File: src/hw/kbc_cmd_pkg.sv
// Constants and carrier types for the keyboard/mouse command decoder.
// Assumes one 20 MHz system clock and open-drain device lines.
// Notes on behaviour
// - Command 0xA8 clears config bit 5, re-enabling the pointing-device interface.
// - Command 0xA9 checks pointing-device clock and data lines, loads result byte.
// - Check result codes: 00 ok, 01/02 clock low/high, 03/04 data low/high.
// - Command 0xAB checks keyboard lines, same result coding.
// - Command 0xAA runs self-test; a pass loads 0x55 into output register.
// - Self-test completion sets status bit 0.
// - Failure phase reported in status bits 7-4; 0x8 means passed.
// - Command 0xAD disables keyboard, sets config bit 4.
// - Command 0xAE enables keyboard, clears config bit 4.
// - Command 0xC0 samples the eight-bit input port into the output register.
// - Command 0xC2 copies input port bits 7-4 into status bits 7-4 only.
// - Disabled pointing-device interface has its clock line held low.
// - Output load sets status bit 0; host read of the byte clears it.
package kbc_cmd_pkg;
  localparam logic [7:0] CMD_AUX_ENABLE = 8'ha8;
  localparam logic [7:0] CMD_AUX_CHECK = 8'ha9;
  localparam logic [7:0] CMD_SELF_TEST = 8'haa;
  localparam logic [7:0] CMD_KBD_CHECK = 8'hab;
  localparam logic [7:0] CMD_KBD_DISABLE = 8'had;
  localparam logic [7:0] CMD_KBD_ENABLE = 8'hae;
  localparam logic [7:0] CMD_READ_INPUT = 8'hc0;
  localparam logic [7:0] CMD_POLL_HIGH = 8'hc2;
  // Configuration byte fields and reset value
  localparam int CFG_KBD_OFF_BIT = 4;
  localparam int CFG_AUX_OFF_BIT = 5;
  localparam logic [7:0] CFG_RESET = 8'h00;
  // Status register fields
  localparam int STATUS_FULL_BIT = 0;
  localparam int STATUS_CODE_LSB = 4;
  localparam logic [3:0] STATUS_CODE_RESET = 4'h0;
  localparam logic [7:0] OUT_RESET = 8'h00;
  // Line check result codes
  localparam logic [7:0] CHECK_OK = 8'h00;
  localparam logic [7:0] CHECK_CLK_LOW = 8'h01;
  localparam logic [7:0] CHECK_CLK_HIGH = 8'h02;
  localparam logic [7:0] CHECK_DATA_LOW = 8'h03;
  localparam logic [7:0] CHECK_DATA_HIGH = 8'h04;
  // Self-test values and phase codes
  localparam logic [7:0] SELF_PASS_BYTE = 8'h55;
  localparam logic [3:0] ST_PH_FIRST = 4'h1;
  localparam logic [3:0] ST_PH_LAST = 4'h6;
  localparam logic [3:0] ST_CODE_PASS = 4'h8;
  // Timing
  localparam int CLK_MHZ = 20;
  localparam int LINE_SETTLE_NS = 5000;
  localparam int SELF_PHASE_NS = 10000;
  localparam int LINE_SETTLE_CYCLES = (LINE_SETTLE_NS * CLK_MHZ + 999) / 1000;
  localparam int SELF_PHASE_CYCLES = (SELF_PHASE_NS * CLK_MHZ + 999) / 1000;
  localparam int TIMER_W = 8;
  // One open-drain device port: clock and data
  typedef struct packed {
    logic clk;
    logic data;
  } line_pair_t;
endpackage

File: src/hw/line_checker.sv
// Stuck-line checker for one clock/data pair of a device port.
// Assumes synchronised line levels and that drive_out pulls a line low.
`timescale 1ns/10ps
module line_checker (
  input wire logic clk_in,
  input wire logic rst_in,
  input wire logic start_in,
  input wire kbc_cmd_pkg::line_pair_t lines_in,
  output kbc_cmd_pkg::line_pair_t drive_out,
  output logic done_out,
  output logic [7:0] result_out
);
  typedef enum logic [2:0] {C_IDLE, C_REL_CLK, C_LOW_CLK, C_REL_DATA, C_LOW_DATA} chk_state_t;
  typedef struct packed {
    chk_state_t state;
    logic [kbc_cmd_pkg::TIMER_W-1:0] timer;
    kbc_cmd_pkg::line_pair_t drive;
    logic done;
    logic [7:0] result;
  } chk_t;
  chk_t r_reg, r_next;
  logic settled;

  // Each phase waits long enough for the pull-up and two-flop delay
  assign settled = r_reg.timer == kbc_cmd_pkg::TIMER_W'(kbc_cmd_pkg::LINE_SETTLE_CYCLES - 1);

  // Walk the four phases; the first failing phase ends the check
  always_comb begin
    r_next = r_reg;
    r_next.done = 1'b0;
    r_next.timer = settled ? '0 : r_reg.timer + 1'b1;
    case (r_reg.state)
      C_IDLE: begin
        r_next.timer = '0;
        if (start_in) begin
          r_next.state = C_REL_CLK;
        end
      end
      C_REL_CLK: begin
        if (settled) begin
          if (!lines_in.clk) begin
            r_next.result = kbc_cmd_pkg::CHECK_CLK_LOW;
            r_next.done = 1'b1;
            r_next.state = C_IDLE;
          end else begin
            r_next.drive.clk = 1'b1;
            r_next.state = C_LOW_CLK;
          end
        end
      end
      C_LOW_CLK: begin
        if (settled) begin
          r_next.drive.clk = 1'b0;
          if (lines_in.clk) begin
            r_next.result = kbc_cmd_pkg::CHECK_CLK_HIGH;
            r_next.done = 1'b1;
            r_next.state = C_IDLE;
          end else begin
            r_next.state = C_REL_DATA;
          end
        end
      end
      C_REL_DATA: begin
        if (settled) begin
          if (!lines_in.data) begin
            r_next.result = kbc_cmd_pkg::CHECK_DATA_LOW;
            r_next.done = 1'b1;
            r_next.state = C_IDLE;
          end else begin
            r_next.drive.data = 1'b1;
            r_next.state = C_LOW_DATA;
          end
        end
      end
      C_LOW_DATA: begin
        if (settled) begin
          r_next.drive.data = 1'b0;
          r_next.result = lines_in.data ? kbc_cmd_pkg::CHECK_DATA_HIGH : kbc_cmd_pkg::CHECK_OK;
          r_next.done = 1'b1;
          r_next.state = C_IDLE;
        end
      end
      default: begin
        r_next.state = C_IDLE;
        r_next.drive = '0;
      end
    endcase
  end

  // State register
  always_ff @(posedge clk_in or posedge rst_in) begin
    if (rst_in) begin
      r_reg <= '{state: C_IDLE, timer: '0, drive: '0, done: 1'b0, result: kbc_cmd_pkg::CHECK_OK};
    end else begin
      r_reg <= r_next;
    end
  end

  assign drive_out = r_reg.drive;
  assign done_out = r_reg.done;
  assign result_out = r_reg.result;
endmodule

File: src/hw/kbc_cmd_decoder.sv
// Command decoder for a keyboard/mouse controller: line checks,
// self-test, interface enables and input port reads.
// Assumes command writes and output reads are one-cycle pulses from
// host logic on the same clock; device lines and input port are pins.
`timescale 1ns/10ps
module kbc_cmd_decoder (
  input wire logic CLK_SYS_IN,
  input wire logic RESET_IN,
  input wire logic CMD_WRITE_IN,
  input wire logic [7:0] CMD_BYTE_IN,
  input wire logic OUT_READ_IN,
  input wire logic [7:0] INPUT_PORT_IN,
  input wire logic [3:0] SELF_FAULT_PHASE_IN,
  input wire logic AUX_CLK_IN,
  input wire logic AUX_DATA_IN,
  input wire logic KBD_CLK_IN,
  input wire logic KBD_DATA_IN,
  output logic AUX_CLK_OUT,
  output logic AUX_CLK_OE_OUT,
  output logic AUX_DATA_OUT,
  output logic AUX_DATA_OE_OUT,
  output logic KBD_CLK_OUT,
  output logic KBD_CLK_OE_OUT,
  output logic KBD_DATA_OUT,
  output logic KBD_DATA_OE_OUT,
  output logic [7:0] OUT_DATA_OUT,
  output logic [7:0] STATUS_OUT,
  output logic [7:0] CONFIG_OUT,
  output logic KBD_ENABLE_OUT,
  output logic BUSY_OUT
);
  typedef enum logic [1:0] {S_IDLE, S_CHECK, S_SELF} dec_state_t;
  typedef struct packed {
    dec_state_t state;
    logic check_aux;
    logic [3:0] phase;
    logic [kbc_cmd_pkg::TIMER_W-1:0] timer;
    logic [7:0] cfg;
    logic [7:0] out_data;
    logic output_full_flag;
    logic [3:0] status_code;
    logic aux_start;
    logic kbd_start;
    kbc_cmd_pkg::line_pair_t aux_s1;
    kbc_cmd_pkg::line_pair_t aux_s2;
    kbc_cmd_pkg::line_pair_t kbd_s1;
    kbc_cmd_pkg::line_pair_t kbd_s2;
    logic [7:0] port_s1;
    logic [7:0] port_s2;
    kbc_cmd_pkg::line_pair_t aux_oe;
    kbc_cmd_pkg::line_pair_t kbd_oe;
    logic busy;
    logic kbd_en;
  } dec_t;

  dec_t r_reg, r_next;
  kbc_cmd_pkg::line_pair_t aux_drive, kbd_drive;
  logic aux_done, kbd_done;
  logic [7:0] aux_result, kbd_result;
  logic load;
  logic [7:0] load_data;
  logic phase_end;

  // Pointing-device port checker
  line_checker aux_check (
    .clk_in(CLK_SYS_IN),
    .rst_in(RESET_IN),
    .start_in(r_reg.aux_start),
    .lines_in(r_reg.aux_s2),
    .drive_out(aux_drive),
    .done_out(aux_done),
    .result_out(aux_result)
  );

  // Keyboard port checker
  line_checker kbd_check (
    .clk_in(CLK_SYS_IN),
    .rst_in(RESET_IN),
    .start_in(r_reg.kbd_start),
    .lines_in(r_reg.kbd_s2),
    .drive_out(kbd_drive),
    .done_out(kbd_done),
    .result_out(kbd_result)
  );

  assign phase_end = r_reg.timer == kbc_cmd_pkg::TIMER_W'(kbc_cmd_pkg::SELF_PHASE_CYCLES - 1);

  // Decode commands and sequence the long-running ones
  always_comb begin
    r_next = r_reg;
    load = 1'b0;
    load_data = r_reg.out_data;
    r_next.aux_start = 1'b0;
    r_next.kbd_start = 1'b0;
    // Two-flop synchronisers for every pin input
    r_next.aux_s1 = '{clk: AUX_CLK_IN, data: AUX_DATA_IN};
    r_next.aux_s2 = r_reg.aux_s1;
    r_next.kbd_s1 = '{clk: KBD_CLK_IN, data: KBD_DATA_IN};
    r_next.kbd_s2 = r_reg.kbd_s1;
    r_next.port_s1 = INPUT_PORT_IN;
    r_next.port_s2 = r_reg.port_s1;
    case (r_reg.state)
      S_IDLE: begin
        // Commands outside this decoder, and any arriving while busy, are ignored
        if (CMD_WRITE_IN) begin
          case (CMD_BYTE_IN)
            kbc_cmd_pkg::CMD_AUX_ENABLE: begin
              r_next.cfg[kbc_cmd_pkg::CFG_AUX_OFF_BIT] = 1'b0;
            end
            kbc_cmd_pkg::CMD_AUX_CHECK: begin
              r_next.aux_start = 1'b1;
              r_next.check_aux = 1'b1;
              r_next.state = S_CHECK;
            end
            kbc_cmd_pkg::CMD_KBD_CHECK: begin
              r_next.kbd_start = 1'b1;
              r_next.check_aux = 1'b0;
              r_next.state = S_CHECK;
            end
            kbc_cmd_pkg::CMD_SELF_TEST: begin
              r_next.phase = kbc_cmd_pkg::ST_PH_FIRST;
              r_next.timer = '0;
              r_next.state = S_SELF;
            end
            kbc_cmd_pkg::CMD_KBD_DISABLE: begin
              r_next.cfg[kbc_cmd_pkg::CFG_KBD_OFF_BIT] = 1'b1;
            end
            kbc_cmd_pkg::CMD_KBD_ENABLE: begin
              r_next.cfg[kbc_cmd_pkg::CFG_KBD_OFF_BIT] = 1'b0;
            end
            kbc_cmd_pkg::CMD_READ_INPUT: begin
              load = 1'b1;
              load_data = r_reg.port_s2;
            end
            kbc_cmd_pkg::CMD_POLL_HIGH: begin
              r_next.status_code = r_reg.port_s2[7:4];
            end
            default: begin
              load = 1'b0;
            end
          endcase
        end
      end
      S_CHECK: begin
        // Result byte comes from whichever checker was started
        if (r_reg.check_aux && aux_done) begin
          load = 1'b1;
          load_data = aux_result;
          r_next.state = S_IDLE;
        end else if (!r_reg.check_aux && kbd_done) begin
          load = 1'b1;
          load_data = kbd_result;
          r_next.state = S_IDLE;
        end
      end
      S_SELF: begin
        // Each phase runs a fixed time; the fault input picks a phase to fail
        r_next.timer = phase_end ? '0 : r_reg.timer + 1'b1;
        if (phase_end) begin
          if (r_reg.phase == SELF_FAULT_PHASE_IN) begin
            r_next.status_code = r_reg.phase;
            // Reload the kept byte so a same-cycle host read cannot clear completion
            load = 1'b1;
            r_next.state = S_IDLE;
          end else if (r_reg.phase == kbc_cmd_pkg::ST_PH_LAST) begin
            r_next.status_code = kbc_cmd_pkg::ST_CODE_PASS;
            load = 1'b1;
            load_data = kbc_cmd_pkg::SELF_PASS_BYTE;
            r_next.state = S_IDLE;
          end else begin
            r_next.phase = r_reg.phase + 4'h1;
          end
        end
      end
      default: begin
        r_next.state = S_IDLE;
      end
    endcase
    // Host read clears the flag; a load in the same cycle wins
    if (OUT_READ_IN) begin
      r_next.output_full_flag = 1'b0;
    end
    if (load) begin
      r_next.out_data = load_data;
      r_next.output_full_flag = 1'b1;
    end
    // Clock held low while the pointing interface is disabled
    r_next.aux_oe.clk = r_reg.cfg[kbc_cmd_pkg::CFG_AUX_OFF_BIT] | aux_drive.clk;
    r_next.aux_oe.data = aux_drive.data;
    r_next.kbd_oe = kbd_drive;
    // Registered copies so these outputs come straight from flops
    r_next.busy = r_next.state != S_IDLE;
    r_next.kbd_en = ~r_next.cfg[kbc_cmd_pkg::CFG_KBD_OFF_BIT];
  end

  // State register; pin outputs registered so they cannot glitch
  always_ff @(posedge CLK_SYS_IN or posedge RESET_IN) begin
    if (RESET_IN) begin
      r_reg <= '{
        state: S_IDLE,
        check_aux: 1'b0,
        phase: kbc_cmd_pkg::ST_PH_FIRST,
        timer: '0,
        cfg: kbc_cmd_pkg::CFG_RESET,
        out_data: kbc_cmd_pkg::OUT_RESET,
        output_full_flag: 1'b0,
        status_code: kbc_cmd_pkg::STATUS_CODE_RESET,
        aux_start: 1'b0,
        kbd_start: 1'b0,
        aux_s1: '1,
        aux_s2: '1,
        kbd_s1: '1,
        kbd_s2: '1,
        port_s1: '0,
        port_s2: '0,
        aux_oe: '0,
        kbd_oe: '0,
        busy: 1'b0,
        kbd_en: ~kbc_cmd_pkg::CFG_RESET[kbc_cmd_pkg::CFG_KBD_OFF_BIT]
      };
    end else begin
      r_reg <= r_next;
    end
  end

  // Open-drain pins only ever pull low, so the data value is constant
  assign AUX_CLK_OUT = 1'b0;
  assign AUX_DATA_OUT = 1'b0;
  assign KBD_CLK_OUT = 1'b0;
  assign KBD_DATA_OUT = 1'b0;
  assign AUX_CLK_OE_OUT = r_reg.aux_oe.clk;
  assign AUX_DATA_OE_OUT = r_reg.aux_oe.data;
  assign KBD_CLK_OE_OUT = r_reg.kbd_oe.clk;
  assign KBD_DATA_OE_OUT = r_reg.kbd_oe.data;
  assign OUT_DATA_OUT = r_reg.out_data;
  assign CONFIG_OUT = r_reg.cfg;
  assign KBD_ENABLE_OUT = r_reg.kbd_en;
  assign BUSY_OUT = r_reg.busy;

  // Bits 3-1 belong to logic outside this decoder and read as zero here
  always_comb begin
    STATUS_OUT = 8'h00;
    STATUS_OUT[7:kbc_cmd_pkg::STATUS_CODE_LSB] = r_reg.status_code;
    STATUS_OUT[kbc_cmd_pkg::STATUS_FULL_BIT] = r_reg.output_full_flag;
  end
endmodule

File: config.mk
export PLATFORM = sky130hd
export DESIGN_NAME = kbc_cmd_decoder
export DESIGN_NICKNAME = d
export VERILOG_FILES = /design/src/hw/kbc_cmd_pkg.sv /design/src/hw/line_checker.sv /design/src/hw/kbc_cmd_decoder.sv
export SDC_FILE = /design/constraint.sdc
export NUM_CORES = 1
export LEC_CHECK = 0
export BUFFER_PORTS_ARGS = -buffer_cell sky130_fd_sc_hd__buf_2
export CAP_MARGIN = 25
export CORE_MARGIN = 2
export CORE_UTILIZATION = 50
export CTS_BUF_LIST = sky130_fd_sc_hd__clkbuf_4 sky130_fd_sc_hd__clkbuf_8
export CTS_CLUSTER_SIZE = 24
export DETAILED_ROUTE_END_ITERATION = 8
export PLACE_DENSITY_LB_ADDON = 0.3
export SLEW_MARGIN = 20
export SYNTH_ARGS = -nofsm -noshare
export SYNTH_HDL_FRONTEND = slang
export SYNTH_SLANG_ARGS = --single-unit
File: constraint.sdc
create_clock -name CLK_SYS_IN -period 4.7 [get_ports CLK_SYS_IN]
set_input_delay 0.94 -clock CLK_SYS_IN [delete_from_list [all_inputs] [get_ports CLK_SYS_IN]]
set_output_delay 0.94 -clock CLK_SYS_IN [all_outputs]
set_load 0.03 [all_outputs]
==> results.py <==
metrics = {
    "status": {
        "outcome": "complete, no violations",
    },
    "power_and_ir_drop": {
        "combPwrFrac_pct": 26.2,
        "power.share.sequential_pct": 47.3,
        "pwr-share-clk_pct": 26.4,
        "internal_power_uw": 1323,
        "totalPowerFinal_uw": 2006,
        "netSwitchingFraction_pct": 34.08,
        "power_density_nw_per_um2": 406.2,
        "ir_drop_v": 0.0001910,
        "total_switching_power_uw": 683.7,
        "cellLeakagePower_uw": 0.002305,
    },
    "critical_path": {
        "critPathMaxFanout": 12,
        "worstSetupPathType": "reg -> reg",
        "critical_path_required_ns": 4.94,
        "crit_path_start_kind": "flop",
        "worst-endpoint-arrival_ns": 2.83,
        "cp-end-kind": "flop",
    },
    "layout": {
        "final_layout_net_count": 499,
        "layout.cells.most_common": "sky130_fd_sc_hd__dfrtp_1",
        "largest_register_ff_count": 29,
        "synthToLayoutAreaGrowth_pct": 8.372,
        "final_layout_size_suffix_gt1_share_pct": 21.51,
        "layout.cells.most_common_list": "sky130_fd_sc_hd__dfrtp_1 (85), sky130_fd_sc_hd__buf_2 (47), sky130_fd_sc_hd__nor2_1 (36)",
        "number_of_antenna_repair_diodes": 0,
    },
    "clocking": {
        "cts_htree_levels": 3,
        "cts-root-buf": "sky130_fd_sc_hd__clkbuf_8",
        "cts_hold_buffers": 0,
        "cts_inserted_buffers": 9,
        "worst_setup_hold_path_clk_slew_ns": 0.09,
        "cts_tree": "built",
        "clk-insertion-delay-late_ns": 0.36,
        "cts_max_path_buffers": 2,
        "post-cts-setup-buffers": 0,
        "cts.sink_count": 95,
        "cts_resized": 0,
    },
    "global_routing": {
        "grt_first_pass_wirelength_mm": 13.68,
        "grt_remaining_overflow": 0,
        "via_count_of_the_first_global_routing_pass": 2889,
        "grt_util_all_layers_pct": 17.28,
        "grt_max_degree": 58,
        "grt_antenna_before_repair": 0,
    },
    "floorplan": {
        "fp.dieArea_um2": 9896,
        "start_util_pct": 52.01,
        "boundaryPins": 62,
        "die_width_um": 99.48,
        "placement_rows": 34,
        "core_area_um2": 8763,
        "die_h_um": 99.48,
    },
    "synth": {
        "avgSynthCellArea_um2": 10.62,
        "post_synthesis_instance_area_um2": 4558,
        "synth_cell_type_count": 61,
        "synth.yosys.seq_area_share_pct": 52.43,
        "synth_top_area_share_pct": 46.66,
        "synthDominantAreaCellType": "sky130_fd_sc_hd__dfrtp_1",
        "synth_edf_count": 0,
        "synth_warnings": 0,
        "postSynth.topFlopCell": "sky130_fd_sc_hd__dfrtp_1",
        "synthCells": 429,
        "register_bit_count_reported_by_yosys": 95,
        "asyncSetResetFlopFracSynth_pct": 100.0,
        "synth.area.top_cells": "sky130_fd_sc_hd__dfrtp_1 (47%), sky130_fd_sc_hd__dfstp_2 (5.8%), sky130_fd_sc_hd__buf_4 (4.6%), sky130_fd_sc_hd__mux2_2 (3.7%), sky130_fd_sc_hd__nor2_1 (3.0%)",
    },
    "flow_run": {
        "maxCapViolations": 0,
    },
    "place": {
        "dp_hpwl_mm": 5.739,
        "place.port_buffers": 47,
        "globalplace.congestion": 0.8575,
    },
    "worst_hold_path": {
        "min_path_type": "reg -> reg",
    },
    "timing": {
        "max_slew.worst_pin.slew_ns": 0.6427,
        "relSlewSlack_pct": 56.92,
        "final_skew_ns": 0.01227,
        "setup_viol_count_final": 0,
        "grt_setup_unrepaired": "false",
        "fin_crit_sh_pct": 55.04,
        "finalWorstPathRequiredPeriod_ns": 2.587,
        "max_freq_mhz": 386.6,
        "setup_total_negative_slack_ns": 0,
        "final-hold-violation-count": 0,
        "final_max_slew_viol_count": 0,
    },
    "routing": {
        "drt-vias-per-instance": 5.386,
        "final_antenna_net_count": 0,
        "post-route-drc-count": 0,
        "routed_wire_length_per_instance_um": 14.23,
        "drt_first_pass_iters": 4,
        "drt_iter0_drc": 134,
        "totalWireLength_mm": 8.151,
        "total_via_count_after_detailed_routing": 3086,
    },
}
[worst paths after layout]
kind,startpoint,end,slack (ns),depth (start not counted)
max,r_reg[66],OUT_DATA_OUT[0],2.11,7
min,r_next[10],r_reg[10],0.35,0
max reg2reg,r_reg[66],OUT_DATA_OUT[0],2.11,7
min reg2reg,r_next[10],r_reg[10],0.35,0
max in group asynchronous,RESET_IN,KBD_ENABLE_OUT,3.25,3
min in group asynchronous,RESET_IN,r_reg[55],0.58,2
[kinds of logic (layout without fill, tap and decap cells)]
group	Yosys count	count (layout)	share of synthesized area (%)
adders and majority gates	10	10	2.745
DFF	95	95	52.43
other	1	14	0.08227
AOI/OAI and AO/OA	90	90	14.27
buffers and inverters	68	91	7.960
xor gates and xnor gates	15	15	2.882
muxes	18	18	4.365
and+or+nand+nor	132	132	15.26
[synthesized netlist by cell type, types with 4 or more instances]
cell type / n
sky130_fd_sc_hd__nand3_1: 19
sky130_fd_sc_hd__dfstp_2: 10
sky130_fd_sc_hd__o21ai_0: 21
sky130_fd_sc_hd__nand2b_1: 4
sky130_fd_sc_hd__nor2b_1: 10
sky130_fd_sc_hd__a21oi_1: 17
sky130_fd_sc_hd__o22ai_1: 7
sky130_fd_sc_hd__and2_1: 5
sky130_fd_sc_hd__a22o_1: 4
sky130_fd_sc_hd__xor2_1: 11
sky130_fd_sc_hd__o31ai_1: 11
sky130_fd_sc_hd__mux2_2: 15
sky130_fd_sc_hd__clkbuf_1: 12
sky130_fd_sc_hd__dfrtp_1: 85
sky130_fd_sc_hd__nor2_1: 36
sky130_fd_sc_hd__nand3b_1: 4
sky130_fd_sc_hd__and3_1: 6
sky130_fd_sc_hd__xnor2_1: 4
sky130_fd_sc_hd__inv_1: 26
sky130_fd_sc_hd__buf_4: 28
sky130_fd_sc_hd__nand2_1: 22
sky130_fd_sc_hd__nor3_1: 5
sky130_fd_sc_hd__ha_1: 10
[area by class of cell]
| cell class | instances | area [um2] |
|---|---|---|
| well taps | 108 | 135.1 |
| repair buffers | 50 | 270.3 |
| clock buffers | 10 | 131.4 |
| inverters | 26 | 98.84 |
| multi-input cells | 279 | 1854 |
| fillers | 771 | 3824 |
| clock inverters | 5 | 60.06 |
| flip-flops and latches | 95 | 2390 |
[worst max-delay path: stages (launching register included)]
cell                        delay (ns)
sky130_fd_sc_hd__dfrtp_1          0.43
sky130_fd_sc_hd__inv_1            0.14
sky130_fd_sc_hd__ha_1             0.42
sky130_fd_sc_hd__inv_1            0.24
sky130_fd_sc_hd__a21oi_1          0.49
sky130_fd_sc_hd__nor2_1           0.16
sky130_fd_sc_hd__o2111ai_4        0.21
sky130_fd_sc_hd__mux2_2           0.38
[routing by layer]
metal / wire (um) / track usage [%] / up-vias
li1: - / - / 1528
met1: 3819 / 23.99 / 1485
met2: 3819 / 26.92 / 62
met3: 389 / 3.865 / 11
met4: 123 / 6.217 / 0
met5: 0 / 0 / -
[power by group through the flow]
stage / Sequential, uW / Combinational (uW) / Clock (uW)
floorplan: 956 / 432 / 0
global placement: 964 / 517 / 0
detailed placement: 966 / 522 / 0
CTS: 950 / 526 / 546
global route: 963 / 597 / 583
finish: 950 / 526 / 530
[through the flow]
step / cell area [um2] / worst slack, ns / utilization, % / hold WS (ns) / instances
floorplan: 4607 / 1.300 / - / 0.3312 / 442
global placement: 4728 / 1.998 / 53.95 / 0.3321 / 557
detailed placement: 4728 / 2.002 / 53.95 / 0.3347 / 557
CTS: 4920 / 2.134 / 56.14 / 0.3544 / 572
global route: 4940 / 1.919 / 56.37 / 0.3616 / 573
finish: 4940 / 2.113 / 56.37 / 0.3484 / 573
Power figures use the tool's default switching activity.
